**config.mk**
```make
export PLATFORM = sky130hd
export DESIGN_NAME = safety_sequencer
export DESIGN_NICKNAME = d
export VERILOG_FILES = /design/src/hw/seq_pkg.sv /design/src/hw/seq_if.sv /design/src/hw/test_arbiter.sv /design/src/hw/safety_sequencer.sv
export SDC_FILE = /design/constraint.sdc
export NUM_CORES = 1
export LEC_CHECK = 0
export BUFFER_PORTS_ARGS = -buffer_cell sky130_fd_sc_hd__buf_2
export CORE_ASPECT_RATIO = 0.8
export CORE_MARGIN = 8
export CORE_UTILIZATION = 59
export DETAILED_ROUTE_END_ITERATION = 10
export HOLD_SLACK_MARGIN = 0.08
export PLACE_DENSITY = 0.85
export SETUP_SLACK_MARGIN = 0.1
export SLEW_MARGIN = 10
export SYNTH_ARGS = -nofsm -noshare
export SYNTH_HDL_FRONTEND = slang
export SYNTH_SLANG_ARGS = --single-unit
```
**constraint.sdc**
```tcl
create_clock -name mclk -period 6.7 [get_ports mclk]
set_input_delay 1.675 -clock mclk [delete_from_list [all_inputs] [get_ports mclk]]
set_output_delay 1.675 -clock mclk [all_outputs]
set_load 0.01 [all_outputs]
```
**src/hw/seq_pkg.sv**
```systemverilog
// constants and types shared by the safety sequencer
package seq_pkg;
    typedef enum logic [2:0] {
        st_init,
        st_diag,
        st_protect,
        st_dispose,
        st_arming
    } seq_state_t;

    typedef enum logic [2:0] {
        cmd_none,
        cmd_protect_entry,
        cmd_dispose_entry,
        cmd_arm_request,
        cmd_arm_confirm,
        cmd_disposal_key
    } seq_cmd_t;

    typedef enum logic [2:0] {
        tst_none,
        tst_hs_squib,
        tst_ls_squib,
        tst_hs_safing,
        tst_arm_stuck,
        tst_fire_time
    } test_kind_t;

    localparam int key_width = 16;
    localparam logic [15:0] key_default = 16'hA5C3;
    localparam int key_timeout_us = 100;
    localparam int clk_mhz = 200;
    localparam int key_timeout_cycles = key_timeout_us * clk_mhz;
    localparam int handshake_window_cycles = 256;
    localparam int arm_count = 4;
endpackage : seq_pkg

```
**src/hw/seq_if.sv**
```systemverilog
// sequencer to test-arbiter signals
`timescale 1ns/100ps
interface seq_if;
    import seq_pkg::*;
    logic diag_active;
    logic flush;
    test_kind_t req_kind;
    logic req_valid;
    logic test_done;
    logic busy;
    test_kind_t run_kind;
    logic accepted;
    logic discarded;
    modport seq (output diag_active, flush, req_kind, req_valid, test_done,
        input busy, run_kind, accepted, discarded);
    modport arb (input diag_active, flush, req_kind, req_valid, test_done,
        output busy, run_kind, accepted, discarded);
endinterface : seq_if

```
**src/hw/test_arbiter.sv**
```systemverilog
// single-slot arbiter for diagnostic-state tests
`timescale 1ns/100ps
module test_arbiter
    import seq_pkg::*;
(
    input wire logic mclk,
    input wire logic rst,
    seq_if.arb link
);
    logic busy;
    test_kind_t run_kind;
    logic accepted;
    logic discarded;
    logic next_busy;
    test_kind_t next_run_kind;
    logic next_accepted;
    logic next_discarded;

    function automatic logic is_switch_test(input test_kind_t k);
        is_switch_test = (k == tst_hs_squib) || (k == tst_ls_squib)
            || (k == tst_hs_safing);
    endfunction : is_switch_test

    always_comb
    begin
        next_busy = busy;
        next_run_kind = run_kind;
        next_accepted = 1'b0;
        next_discarded = 1'b0;
        if (link.flush || !link.diag_active)
        begin
            next_busy = 1'b0;
            next_run_kind = tst_none;
        end
        else if (busy && link.test_done)
        begin
            next_busy = 1'b0;
            next_run_kind = tst_none;
        end
        if (link.req_valid && link.req_kind != tst_none)
        begin
            if (!link.diag_active || link.flush)
                next_discarded = 1'b1;
            else if (busy)
                next_discarded = 1'b1;
            else
            begin
                next_busy = 1'b1;
                next_run_kind = link.req_kind;
                next_accepted = 1'b1;
            end
        end
        if (!link.diag_active && is_switch_test(link.req_kind)
            && link.req_valid)
            next_discarded = 1'b1;
    end

    always_ff @(posedge mclk)
    begin
        if (rst)
        begin
            busy <= 1'b0;
            run_kind <= tst_none;
            accepted <= 1'b0;
            discarded <= 1'b0;
        end
        else
        begin
            busy <= next_busy;
            run_kind <= next_run_kind;
            accepted <= next_accepted;
            discarded <= next_discarded;
        end
    end

    assign link.busy = busy;
    assign link.run_kind = run_kind;
    assign link.accepted = accepted;
    assign link.discarded = discarded;
endmodule : test_arbiter

```
**src/hw/safety_sequencer.sv**
```systemverilog
// operating-state sequencer with arming handshake and test gating
`timescale 1ns/100ps
module safety_sequencer
    import seq_pkg::*;
#(
    parameter int timeout_cycles = key_timeout_cycles,
    parameter logic [15:0] disposal_key = key_default,
    parameter int n_arm = arm_count
)
(
    input wire logic mclk,
    input wire logic rst,
    input wire logic supply_good,
    input wire logic sequencer_clear,
    input wire logic wd_service_ok,
    input wire logic cmd_valid,
    input wire seq_cmd_t cmd,
    input wire logic [15:0] cmd_key,
    input wire logic wd_window_wr,
    input wire logic config_wr,
    input wire logic test_req,
    input wire test_kind_t test_kind,
    input wire logic test_done,
    input wire logic protect_fire,
    input wire logic [n_arm-1:0] arm_pin_sense,
    input wire logic fire_time_ok,
    output logic reset_out_n,
    output seq_state_t state,
    output logic [n_arm-1:0] arm_output_n,
    output logic wd_window_wr_en,
    output logic config_wr_en,
    output logic sensor_monitor_en,
    output logic safing_logic_en,
    output logic test_busy,
    output test_kind_t test_running,
    output logic test_accepted,
    output logic test_discarded,
    output logic arm_stuck_fault,
    output logic fire_time_fault
);
    seq_if link ();

    test_arbiter u_arb (
        .mclk(mclk),
        .rst(rst),
        .link(link)
    );

    seq_state_t next_state;
    logic running;
    logic next_running;
    logic [31:0] key_timer;
    logic [31:0] next_key_timer;
    logic arm_pending;
    logic next_arm_pending;
    logic [8:0] hs_timer;
    logic [8:0] next_hs_timer;
    logic [n_arm-1:0] next_arm_output_n;
    logic next_reset_out_n;
    logic next_wd_window_wr_en;
    logic next_config_wr_en;
    logic next_sensor_monitor_en;
    logic next_safing_logic_en;
    logic next_arm_stuck_fault;
    logic next_fire_time_fault;
    logic [n_arm-1:0] pin_mismatch;

    function automatic logic cmd_is(input logic v, input seq_cmd_t c,
        input seq_cmd_t want);
        cmd_is = v && (c == want);
    endfunction : cmd_is

    // key compare shared by the confirm and the keep-alive commands
    function automatic logic key_ok(input logic [15:0] k);
        key_ok = (k == disposal_key);
    endfunction : key_ok

    // arming handshake: a request opens a window that only a confirm can use
    always_comb
    begin
        next_arm_pending = arm_pending;
        next_hs_timer = hs_timer;
        if (!running || sequencer_clear || state != st_dispose)
        begin
            next_arm_pending = 1'b0;
            next_hs_timer = 9'h000;
        end
        else if (cmd_is(cmd_valid, cmd, cmd_arm_request))
        begin
            next_arm_pending = 1'b1;
            next_hs_timer = 9'(handshake_window_cycles - 1);
        end
        else if (cmd_is(cmd_valid, cmd, cmd_arm_confirm))
            next_arm_pending = 1'b0;
        else if (arm_pending)
        begin
            // window closes unused once the count runs out
            if (hs_timer == 9'h000)
                next_arm_pending = 1'b0;
            else
                next_hs_timer = hs_timer - 9'h001;
        end
    end

    always_ff @(posedge mclk)
    begin
        if (rst)
        begin
            arm_pending <= 1'b0;
            hs_timer <= 9'h000;
        end
        else
        begin
            arm_pending <= next_arm_pending;
            hs_timer <= next_hs_timer;
        end
    end

    always_comb
    begin
        next_state = state;
        next_running = running;
        next_key_timer = key_timer;
        next_reset_out_n = supply_good;
        if (!running)
        begin
            // init is held, arm pins safe, until the supply first comes good
            next_state = st_init;
            next_running = supply_good;
        end
        else if (sequencer_clear)
        begin
            next_state = st_init;
        end
        else
        begin
            unique case (state)
                st_init:
                    if (wd_service_ok)
                        next_state = st_diag;
                st_diag:
                    if (cmd_is(cmd_valid, cmd, cmd_protect_entry))
                        next_state = st_protect;
                    else if (cmd_is(cmd_valid, cmd, cmd_dispose_entry))
                        next_state = st_dispose;
                st_protect:
                    // no command leaves protection
                    next_state = st_protect;
                st_dispose:
                    // a confirm with no open request, or a bad key, is dropped
                    if (arm_pending
                        && cmd_is(cmd_valid, cmd, cmd_arm_confirm)
                        && key_ok(cmd_key))
                    begin
                        next_state = st_arming;
                        next_key_timer = 32'(timeout_cycles);
                    end
                st_arming:
                    // every good key restarts the timer; one bad key ends it
                    if (cmd_is(cmd_valid, cmd, cmd_disposal_key))
                    begin
                        if (key_ok(cmd_key))
                            next_key_timer = 32'(timeout_cycles);
                        else
                            next_state = st_dispose;
                    end
                    else if (key_timer == 32'h0)
                        next_state = st_dispose;
                    else
                        next_key_timer = key_timer - 32'h1;
                default:
                    next_state = st_init;
            endcase
        end
    end

    // outputs follow the next state so every gate lines up with it
    always_comb
    begin
        next_wd_window_wr_en = (next_state == st_init) && next_running;
        next_config_wr_en = (next_state == st_init)
            || (next_state == st_diag);
        next_sensor_monitor_en = (next_state != st_dispose)
            && (next_state != st_arming);
        next_safing_logic_en = next_sensor_monitor_en;
        next_arm_output_n = {n_arm{1'b1}};
        if (next_state == st_arming)
            next_arm_output_n = {n_arm{1'b0}};
        else if (next_state == st_protect && protect_fire)
            next_arm_output_n = {n_arm{1'b0}};
        next_arm_stuck_fault = arm_stuck_fault;
        next_fire_time_fault = fire_time_fault;
        if (sequencer_clear)
        begin
            next_arm_output_n = {n_arm{1'b1}};
            next_arm_stuck_fault = 1'b0;
            next_fire_time_fault = 1'b0;
        end
        // a fault seen in the clearing cycle still latches: set wins
        if (link.test_done)
        begin
            if (link.run_kind == tst_arm_stuck && |pin_mismatch)
                next_arm_stuck_fault = 1'b1;
            if (link.run_kind == tst_fire_time && !fire_time_ok)
                next_fire_time_fault = 1'b1;
        end
    end

    // lane by lane readback of each arming pin against its driven level
    generate
        for (genvar i = 0; i < n_arm; i++)
        begin : g_pin
            assign pin_mismatch[i] = arm_pin_sense[i] != arm_output_n[i];
        end
    endgenerate

    // arbiter sees the diag state, the clear and the raw test strobes
    always_comb
    begin
        link.diag_active = (state == st_diag);
        link.flush = sequencer_clear;
        link.req_kind = test_kind;
        link.req_valid = test_req;
        link.test_done = test_done;
    end

    // state group: sequencer state, key timer and external reset
    always_ff @(posedge mclk)
    begin
        if (rst)
        begin
            state <= st_init;
            running <= 1'b0;
            key_timer <= 32'h0;
            reset_out_n <= 1'b0;
        end
        else
        begin
            state <= next_state;
            running <= next_running;
            key_timer <= next_key_timer;
            reset_out_n <= next_reset_out_n;
        end
    end

    // output group: arm pins, write and monitor gates, faults
    always_ff @(posedge mclk)
    begin
        if (rst)
        begin
            arm_output_n <= {n_arm{1'b1}};
            wd_window_wr_en <= 1'b0;
            config_wr_en <= 1'b0;
            sensor_monitor_en <= 1'b0;
            safing_logic_en <= 1'b0;
            arm_stuck_fault <= 1'b0;
            fire_time_fault <= 1'b0;
        end
        else
        begin
            arm_output_n <= next_arm_output_n;
            wd_window_wr_en <= next_wd_window_wr_en;
            config_wr_en <= next_config_wr_en;
            sensor_monitor_en <= next_sensor_monitor_en;
            safing_logic_en <= next_safing_logic_en;
            arm_stuck_fault <= next_arm_stuck_fault;
            fire_time_fault <= next_fire_time_fault;
        end
    end

    // arbiter outputs are already registered inside the arbiter
    assign test_busy = link.busy;
    assign test_running = link.run_kind;
    assign test_accepted = link.accepted;
    assign test_discarded = link.discarded;
endmodule : safety_sequencer

```
Word-level counts from Yosys, hierarchy flattened
Index checks and enable logic that the tools add are counted.
- add/subtract/negate cells: 2
- multipliers: 0
- div/mod/pow operators: 0
- $lt $le $gt $ge: 0
- equal/unequal tests: 30
- shifts and indexed selects: 0
- muxes and demuxes: 47
- bitwise logic cells: 4
- reduce and logical (&&, ||, !) cells: 40
- operator list (operator ; count):
    two-way mux 32 bit ; 4
    one-hot mux 32 bit (2 select lines) ; 1
    two-way mux 3 bit ; 14
    logical NOT 32 bit ; 1
    two-way mux 8 bit ; 4
    subtractor 32 x 1 -> 32 bit (second input constant) ; 1
    == test 3 x 2 -> 1 bit (second input constant) ; 7
    two-way mux 1 bit ; 21
    == test 3 bit (second input constant) ; 6
    == test 16 bit (second input constant) ; 1
    logical AND 1 bit ; 16
    one-hot mux 3 bit (5 select lines) ; 1
    == test 3 x 1 -> 1 bit (second input constant) ; 4
    logical NOT 9 bit ; 1
    != test 3 bit (second input constant) ; 3
    subtractor 9 x 1 -> 9 bit (second input constant) ; 1
    two-way mux 4 bit ; 2
    logical NOT 3 bit ; 2
    logical OR 1 bit ; 6
    != test 2 bit (second input constant) ; 3
    != test 3 x 2 -> 1 bit (second input constant) ; 2
    AND reduction 3 bit ; 2
    AND reduction 6 bit ; 1
    OR reduction 3 bit ; 2
    other kinds (7) ; 17
- flip-flop bits (word level): 62
- bits in latches: 0
- RAM bits: 0
- memory bits (read-only): 0
- input port bits: 38
- output and inout port bits: 20
- memories: 0

Logic depth before layout (Yosys ltp)
Gate-level depths: netlist (run 1).
- depth in word-level cells: 12
- depth in mapped cells: 10

Cells and area by module
From an unflattened synthesis (run 1), not the netlist that was laid out.
- cells, all modules: 375
- area, all modules: 3150.5 um^2
- modules (own cells, without submodules) (module ; instances ; cells each ; area each (um^2) ; sequential area each (um^2)):
    safety_sequencer ; 1 ; 352 ; 2900.3 ; 1061.0
    test_arbiter ; 1 ; 23 ; 250.2 ; 120.1

Least setup slack after synthesis (run 1)
OpenSTA, ideal clock, no wires.
- path kind: in2reg
- from: input port cmd_key[2]
- to: register key_timer[28]
- setup time: 125 ps
- data arrival time: 3782 ps
- required time: 6575 ps
- path slack: 2793 ps
- cell stages on the path: 8
- buffers on the path: 2
- cell sequence: or4b_2 > nor4_2 > a31oi_1 > a211o_1 > buf_2 > o21ai_1 > buf_2 > a21oi_1
- longest elaborated chain between the ends: 4
- ends and longest elaborated chain (what ; line ; text):
    start: declaration ; safety_sequencer.sv:18 ; input wire logic [15:0] cmd_key,
    == test 16 bit * ; safety_sequencer.sv:75 ; key_ok = (k == disposal_key);
    logical AND 1 bit ; safety_sequencer.sv:153 ; && key_ok(cmd_key))
    != test 2 bit (no line) ; - ;
    AND reduction 6 bit (no line) * ; - ;
    end signal: assignment ; safety_sequencer.sv:241 ; key_timer <= next_key_timer;
    end: declaration ; safety_sequencer.sv:52 ; logic [31:0] key_timer;
Every way passes the cells marked *; elsewhere a longest branch is shown, timed or not.
A chain may end at the register's enable or synchronous reset.

Final worst setup path (run 1)
- from: input port cmd_key[2]
- to: register key_timer[3]
The elaborated chain is that of the path after synthesis.

==> impl_metrics.toml, run 1 <==
[die]
rows = 23
die_h_um = 79.2
die_area_um2 = 7520
coreArea_um2 = 4920
boundaryPins = 58
fp.dieW_um = 95.0
initial_utilization_pct = 59.9

[grt]
grt_max_degree = 40
grt_usage_pct = 19.7
grt_first_pass_wirelength_um = 11900
grt_antenna_before_repair = 0
use_met3_pct = 6.03
use_met2_pct = 30.9
grt-busiest-layer = "met2"
met1_usage_pct = 23.6
grt_overflow = 0
first_global_vias = 2690

[worst_setup_path]
critPathCapture = "key_timer[3]"
cp_max_fo = 39
r2r_slack_ns = 3.17
critPathKind = "primary input to register"
startpoint = "cmd_key[2]"
r2r_end = "key_timer[10]"
required_ns = 6.97
r2r-start = "key_timer[0]"
end_kind = "register"
critPathArrivalTime_ns = 4.42
reg2regPathDepth = 8
critPathLaunchType = "primary input"

[clock_network]
cts-resized-gates = 0
cts_tree = "done"
cts_root_buffer = "clkbuf_8"
holdBufCountCts = 0
cts_buffers = 9
clock_latency_ns = 0.34
cts_buffer_depth = 2
cts_num_sinks = 59
postCtsSetupRepairBufs = 0
path_clk_slew_ns = 0.06
cts_max_level = 3

[placement]
port_buffers = 55
dp_hpwl_um = 5040
place_congestion = 0.804

[route]
ant_nets = 0
post_drt_wl_per_cell_um = 15.2
via_count = 2847
routed_via_density = 6.07
drtPass1Iterations = 4
route.detailed.drc = 0
drt_first_iter_violations = 205
wl_um = 7110

[timing]
tns_ns = 0
holdWs_ns = 0.449
relSlewSlack_pct = 32.2
setup_viol = 0
finalHoldViolCount = 0
fin_crit_sh_pct = 61.9
fin_worst_skew_ns = 0.00572
period_needed_ns = 4.15
rsz0062_at_grt = "no"
drv_slew = 0
fmax_mhz = 241
worstMarginPinSlew_ns = 1.02

[pwr]
ir_worst_vdd_v = 0.000133
power.leakage_nw = 1.33
powerDensity_nw_per_um2 = 207

[layout]
drive_above_1_share_pct = 19.7
syn_to_final_growth_pct = 15.7
antenna_cells = 0
nets = 442

[synth]
synth_warnings = 0
syn_inst = 355
synth_top_area_share_pct = 40.1
ys_seq_area_share_pct = 40.1
yosysUniqueCellTypes = 54
synth_commonest_cells = "59 x dfxtp_1, 48 x a21oi_1, 29 x nor2_1"
yosys.area.top_type = "dfxtp_1"
synth.most_common_cell = "dfxtp_1"
postSynthAreaPerCell_um2 = 8.30
synth_area_um2 = 2950
synth_edf_count = 0
ys_ff_latch = 59
async_flop_share_pct = 0
synth-main-ff-cell = "dfxtp_1"
syn_nets = 395
synth_area_leaders = "dfxtp_1 40%, a21oi_1 8.2%, or4_1 5.9%, o31ai_1 4.1%, o21ai_0 3.7%"

[worst_hold_path]
hold_path.class = "register to register"
hold_depth = 2

[outcome]
status = "completed"

[job]
maxCapViolCount = 0
## logic make-up after synthesis
kind of cell | share of synthesized area [%]
compound gates | 22.4
buf+inv | 4.46
flops | 40.1
fa+ha+maj | 0.849
xor+xnor | 2.38
simple gates | 29.8
## power breakdown
part	leakage, nW	total, W	switching (W)	internal, W
clock	0.0926	0.000319	0.000137	0.000181
sequential	0.477	0.000354	0.00000115	0.000353
combinational	0.764	0.0000332	0.0000181	0.0000151
## sequential cells by signal, summed over array words and instances (netlist names)
signal / flops
running: 1
reset_out_n: 1
fire_time_fault: 1
state: 3
key_timer: 32
arm_stuck_fault: 1
hs_timer: 9
arm_output_n: 1
arm_pending: 1
wd_window_wr_en: 1
config_wr_en: 1
u_arb.link.run_kind: 3
safing_logic_en: 1
u_arb.link.accepted: 1
u_arb.link.busy: 1
u_arb.link.discarded: 1
## stage by stage
stage	power, W	setup WS, ns	util (%)	cell area [um2]	std cells
2_1_floorplan	0.000378	2.79	-	2950	355
3_3_place_gp	0.000394	2.28	65.3	3210	453
3_5_place_dp	0.000395	2.21	65.3	3210	453
4_1_cts	0.000712	2.56	69.3	3410	469
5_1_grt	0.000732	2.35	69.3	3410	469
6_report	0.000706	2.55	69.3	3410	469
## layout by cell type (no fill, tap or decap), types with 2 or more instances in the layout
cell type    n
clkbuf_8    10
or3_1       16
nor2_1      29
and4b_1      2
o31ai_1     16
nor3_1      12
buf_2       55
clkinvlp_4   2
and3_1       3
nor4_1       7
nand3_1      5
a31oi_1      3
nand2_1     19
inv_1        8
nand4b_1     5
and2_1       2
a311oi_1     4
o21ai_1      2
or3b_2       2
or4_1       23
a211oi_1     2
o21ai_0     22
dfxtp_1     59
xnor2_1      5
xor2_1       3
a21oi_1     48
o21a_1       2
a21boi_0     2
nor2b_1      2
clkbuf_1     2
ha_1         2
nand2b_1     6
## worst min path at each step
stage,to,startpoint,slack (ns)
after floorplan,hs_timer[8],hs_timer[8],0.42
after global placement,hs_timer[8],hs_timer[8],0.43
after detailed placement,arm_stuck_fault,arm_stuck_fault,0.44
after CTS,hs_timer[8],hs_timer[8],0.45
after global routing,hs_timer[8],hs_timer[8],0.48
final,arm_stuck_fault,arm_stuck_fault,0.45
## metal layers
metal / routed length [um] / vias up
met5: 0 / -
met4: 116 / 0
met3: 359 / 13
met2: 3490 / 70
met1: 3140 / 1314
li1: - / 1450
## critical path: stages
cell and delay (ns):
buf_2 0.09, or4b_2 0.67, nor4_2 0.28, a31oi_1 0.24, a211o_1 0.68, or4_1 0.61
a21oi_1 0.16
## layout make-up
cell class / count / area, um2
multi-input cells: 267 / 1640
clock buffers: 12 / 145
repair buffers: 56 / 283
fillers: 379 / 1510
clock inverters: 4 / 50.0
inverters: 9 / 33.8
well taps: 62 / 77.6
flip-flops and latches: 59 / 1180
Note: power is estimated with default switching activity, not from simulation.
==> run 2, diff against run 1 <==
- CORE_UTILIZATION: 59 -> 55
- PLACE_DENSITY: 0.85 -> 0.8
- clock period: 6.7 -> 3.9 ns (I/O delays scaled with it)
==> run 2 against run 1 <==
Non-clock buffer count increased by 7. Wire length down 0.46%. Die area up 5.9%. Worst hold slack barely moved. Clock-buffer cell count fell by 3. Sequential cell count did not move. Final cell count is 2.1% higher. Cell area increased by 1.1%. Register-to-register slack worse by 2.3 ns. Critical endpoint is now key_timer[25].
==> impl_metrics.toml, run 2 (synthesized netlist as in run 1, its figures left out) <==
[die]
boundaryPins = 58
die_area_um2 = 7970
fp.dieW_um = 97.8
rows = 24
die_h_um = 81.5
coreArea_um2 = 5320
initial_utilization_pct = 55.4

[worst_setup_path]
crit_family = "simple AND/OR/NAND/NOR gates"
critPathSlowestCell = "or4b_2"
cp_max_fo = 16
required_ns = 4.18
cp_cell_sequence = "buf_2, or4b_2, nor4_2, a31oi_1, a211o_1, buf_4, or4_1, a21oi_1"
end_kind = "register"
critPathArrivalTime_ns = 3.58
r2r_slack_ns = 0.91
max_stage_delay_ns = 0.67
critPathKind = "primary input to register"
r2r-start = "key_timer[12]"
crit_buf_inv = 2
r2r_end = "key_timer[10]"
reg2regPathDepth = 7
critPathLaunchType = "primary input"

[clock_network]
postCtsSetupRepairBufs = 0
cts_tree = "done"
clock_latency_ns = 0.35
cts_num_sinks = 59
cts_root_buffer = "clkbuf_8"
cts_max_level = 3
holdBufCountCts = 0
cts_buffers = 9
path_clk_slew_ns = 0.07
cts-resized-gates = 0
cts_buffer_depth = 2

[pwr]
power_frac_seq_pct = 51.6
pwr-share-comb_pct = 4.9
swShare_pct = 26.0
p_int_w = 0.000873
p_sw_w = 0.000306
ir_worst_vdd_v = 0.000220
power_frac_clock_pct = 43.5
powerDensity_nw_per_um2 = 342
power.leakage_nw = 1.36

[placement]
place_congestion = 0.819
port_buffers = 55
dp_hpwl_um = 5040

[timing]
fin_crit_sh_pct = 84.6
worstMarginPinSlew_ns = 0.735
finalHoldViolCount = 0
tns_ns = 0
setup_viol = 0
fin_worst_skew_ns = 0.0104
drv_slew = 0
period_needed_ns = 3.30
fmax_mhz = 303
relSlewSlack_pct = 50.6
rsz0062_at_grt = "no"
holdWs_ns = 0.448

[worst_hold_path]
hold_depth = 2
hp-start = "hs_timer[8]"
hold_end = "hs_timer[8]"
hold_path.class = "register to register"

[grt]
first_global_vias = 2571
grt_usage_pct = 17.8
grt_antenna_before_repair = 0
grt_overflow = 0
grt_max_degree = 22
grt_first_pass_wirelength_um = 11600

[layout]
reg.largest.list = "key_timer (32), hs_timer (9)"
final_common_cell = "dfxtp_1"
nets = 449
syn_to_final_growth_pct = 17.0
antenna_cells = 0
mostFrequentLayoutCells = "59 x dfxtp_1, 55 x buf_2, 48 x a21oi_1, 29 x nor2_1, 23 x or4_1"
drive_above_1_share_pct = 21.3
post-route-util_pct = 64.9
largest_reg_flops = 32
top_register = "key_timer"

[route]
ant_nets = 0
via_count = 2861
post_drt_wl_per_cell_um = 14.8
drt_first_iter_violations = 204
drtPass1Iterations = 7
routed_via_density = 5.97
wl_um = 7080
route.detailed.drc = 0

[outcome]
status = "completed"

[job]
maxCapViolCount = 0
[run 2: cell count changes in the layout (fill, tap and decap cells not counted), sizes merged]
cell / previous run / this run
buf: 56 / 63
clkbuf: 12 / 9
inv: 8 / 12
bufinv: 1 / 0
[run 2: through the flow]
| step | total power, W | area, um2 | std cells | setup slack (ns) |
|---|---|---|---|---|
| floorplan | 0.000650 | 2950 | 355 | 0.693 |
| global placement | 0.000678 | 3260 | 463 | 0.317 |
| detailed placement | 0.000680 | 3260 | 463 | 0.228 |
| CTS | 0.00119 | 3450 | 479 | 0.617 |
| global route | 0.00123 | 3450 | 479 | 0.489 |
| finish | 0.00118 | 3450 | 479 | 0.600 |
[run 2: worst min-delay path, delay by kind of cell, from the launching register on]
| kind | cells | cell delay (ns) |
|---|---|---|
| flops | 1 | 0.32 |
| simple gates | 1 | 0.05 |
| compound gates | 1 | 0.04 |
[run 2: cell type report]
type | instances | area (um2)
clock inverter | 7 | 58.8
clock buffer | 9 | 124
timing repair buffer | 63 | 335
multi-input combinational | 267 | 1630
inverter | 9 | 33.8
sequential | 59 | 1180
fill | 455 | 1870
tap | 65 | 81.3
[run 2: power by group through the flow]
stage          combinational [W]  clock (W)  sequential [W]
6_report               0.0000582   0.000512        0.000608
5_1_grt                0.0000648   0.000553        0.000608
4_1_cts                0.0000582   0.000527        0.000608
3_5_place_dp           0.0000578          0        0.000622
3_3_place_gp           0.0000563          0        0.000622
2_1_floorplan          0.0000266          0        0.000623
[run 2: worst max-delay path by stage]
stage	startpoint	end	slack, ns	depth (start not counted)
5_1_grt	cmd_key[2]	key_timer[25]	0.49	8
6_report	cmd_key[2]	key_timer[25]	0.60	8
3_5_place_dp	cmd_key[2]	key_timer[25]	0.23	8
3_3_place_gp	cmd_key[2]	key_timer[31]	0.32	8
4_1_cts	cmd_key[2]	key_timer[25]	0.62	8
2_1_floorplan	cmd_key[2]	key_timer[28]	0.69	8
[run 2: layer usage]
metal	vias up	track usage [%]	wire (um)
met2	63	29.5	3500
met3	8	5.76	297
met1	1336	21.4	3220
met5	-	0	0
met4	0	7.13	63
li1	1454	-	-
==> run 3, diff against run 2 <==
- ABC_AREA: default -> 1
- CORE_UTILIZATION: 55 -> 57
- clock period: 3.9 -> 3.4 ns (I/O delays scaled with it)
==> run 3 against run 2 <==
Setup slack improved by 0.55 ns. First-iteration DRC count increased by 51%. Sequential power increased by 15%. Synthesized area up 24%. Total power grew 18%. Critical endpoint is now key_timer[0].
==> impl_metrics.toml, run 3 <==
[timing]
setup_viol = 0
period_needed_ns = 2.25
relSlewSlack_pct = 54.7
drv_slew = 0
rsz0062_at_grt = "no"
fin_crit_sh_pct = 66.2
fmax_mhz = 444
fin_worst_skew_ns = 0.0122
worstMarginPinSlew_ns = 0.679
setup_ws_ns = 1.15
finalHoldViolCount = 0
tns_ns = 0

[synth]
synth_area_leaders = "dfxtp_1 32%, nand2_1 18%, nor2_1 13%, a21oi_1 6.1%, inv_1 5.6%"
synth_commonest_cells = "174 x nand2_1, 127 x nor2_1, 59 x dfxtp_1"
synth-main-ff-cell = "dfxtp_1"
synth_top_area_share_pct = 32.3
ys_seq_area_share_pct = 32.3
synth_warnings = 0
synth_area_um2 = 3660
syn_inst = 604
yosys.area.top_type = "dfxtp_1"
postSynthAreaPerCell_um2 = 6.06
ys_ff_latch = 59
async_flop_share_pct = 0
yosysUniqueCellTypes = 35
syn_nets = 644
synth.most_common_cell = "nand2_1"
synth_edf_count = 0

[grt]
grt_overflow = 0
grt_max_degree = 38
first_global_vias = 3543
grt_first_pass_wirelength_um = 16200
grt_usage_pct = 21.4
grt_antenna_before_repair = 0

[route]
post_drt_wl_per_cell_um = 13.1
drt_first_iter_violations = 308
routed-wl-met2_um = 4400
ant_nets = 0
route.detailed.drc = 0
routed.top_layer = "met4"
wl_um = 9710
wirelength_met1_um = 4420
wl_met3_um = 644
routed_via_density = 5.36
drtPass1Iterations = 5
via_count = 3985

[worst_setup_path]
path_common_cell = "nand2_1"
crit_buf_inv = 3
cp_max_fo = 18
max_stage_delay_ns = 0.33
critPathSlowestCell = "buf_4"
required_ns = 3.67
crit_family = "simple AND/OR/NAND/NOR gates"
critPathKind = "primary input to register"
end_kind = "register"
critPathArrivalTime_ns = 2.52
critPathLaunchType = "primary input"
cp_cell_sequence = "buf_2, nor2_1, nand2_1, nor2_1, nand2_1, nand3_1, nand3_2, inv_1, nand3_2, buf_4, nand2_1, nand2_1, nor2_1"

[layout]
fill_cells = 613
final_common_cell = "nand2_1"
mostFrequentLayoutCells = "174 x nand2_1, 127 x nor2_1, 59 x dfxtp_1, 55 x inv_1, 55 x buf_2"
syn_to_final_growth_pct = 13.8
drive_above_1_share_pct = 14.0
top_register = "key_timer"
final_cells = 743
largest_reg_flops = 32
reg.largest.list = "key_timer (32), hs_timer (9)"
nets = 696
antenna_cells = 0

[placement]
dp_hpwl_um = 7150
preCtsSetupSlack_ns = 0.810
port_buffers = 55
placed_cells = 729
place_congestion = 0.932

[die]
die_h_um = 87.7
rows = 26
boundaryPins = 58
fp.dieW_um = 106
initial_utilization_pct = 58.0
die_area_um2 = 9260
coreArea_um2 = 6310

[job]
maxCapViolCount = 0

[clock_network]
cts-resized-gates = 0
path_clk_slew_ns = 0.06
postCtsSetupRepairBufs = 0
holdBufCountCts = 0
cts_buffers = 9
cts_root_buffer = "clkbuf_8"
cts_tree = "done"
cts_buffer_depth = 2
clock_latency_ns = 0.35
cts_num_sinks = 59
cts_max_level = 3

[pwr]
powerDensity_nw_per_um2 = 333
power.leakage_nw = 2.14
ir_worst_vdd_v = 0.000313

[worst_hold_path]
hold_path.class = "register to register"

[outcome]
status = "completed"
==> run 3: changes by cell type in the layout (fill, tap and decap cells not counted), moves of 5 or more <==
cell / change
inv_1: +47
nand2_1: +155
nand2b_1: -6
nand3_1: +22
nand4_1: +14
nand4b_1: -5
nor2_1: +98
o21ai_0: -14
o21bai_1: +14
o31ai_1: -15
or2_2: +5
or3_1: -16
or4_1: -23
==> run 3: metrics by stage <==
stage	power [W]	area [um2]	util, %	hold slack (ns)
after floorplan	0.000753	3660	-	0.444
after global placement	0.000786	3990	63.2	0.441
after detailed placement	0.000788	3990	63.2	0.451
after CTS	0.00140	4170	66.0	0.466
after global routing	0.00144	4170	66.0	0.481
final	0.00139	4170	66.0	0.464
==> run 3: final cells by class <==
| class | count | area (um2) | share of cell area [%] |
|---|---|---|---|
| Clock buffer | 11 | 141 | 3.39 |
| Multi-Input combinational cell | 467 | 2150 | 51.7 |
| Inverter | 59 | 221 | 5.31 |
| Sequential cell | 59 | 1180 | 28.3 |
| Timing Repair Buffer | 60 | 325 | 7.81 |
| Tap cell | 84 | 105 | 2.52 |
| Clock inverter | 3 | 40.0 | 0.961 |
==> run 3: per-layer routing <==
metal | vias to the layer above | GRT usage, %
li1 | 2038 | -
met2 | 123 | 34.7
met1 | 1794 | 26.6
met4 | 0 | 9.04
met3 | 30 | 5.22
met5 | - | 0
==> run 3: worst paths after layout <==
kind | startpoint | end | slack [ns] | depth (start not counted)
max | cmd_key[3] | key_timer[0] | 1.15 | 13
max reg2reg | key_timer[0] | key_timer[0] | 1.22 | 12
min reg2reg | arm_stuck_fault | arm_stuck_fault | 0.46 | 1
min | arm_stuck_fault | arm_stuck_fault | 0.46 | 1
==> run 3: report_power, final <==
part	leakage (nW)	internal, W	switching, W	total [W]
logic	1.57	0.0000305	0.0000455	0.0000759
clock network	0.0950	0.000348	0.000267	0.000615
registers	0.477	0.000696	0.00000201	0.000698
==> run 3: kinds of logic after synthesis <==
group           share of synthesized area [%]
flops                                    32.3
buf+inv                                  8.95
xor+xnor                                 2.15
fa+ha+maj                               0.683
compound gates                           12.6
simple gates                             43.3
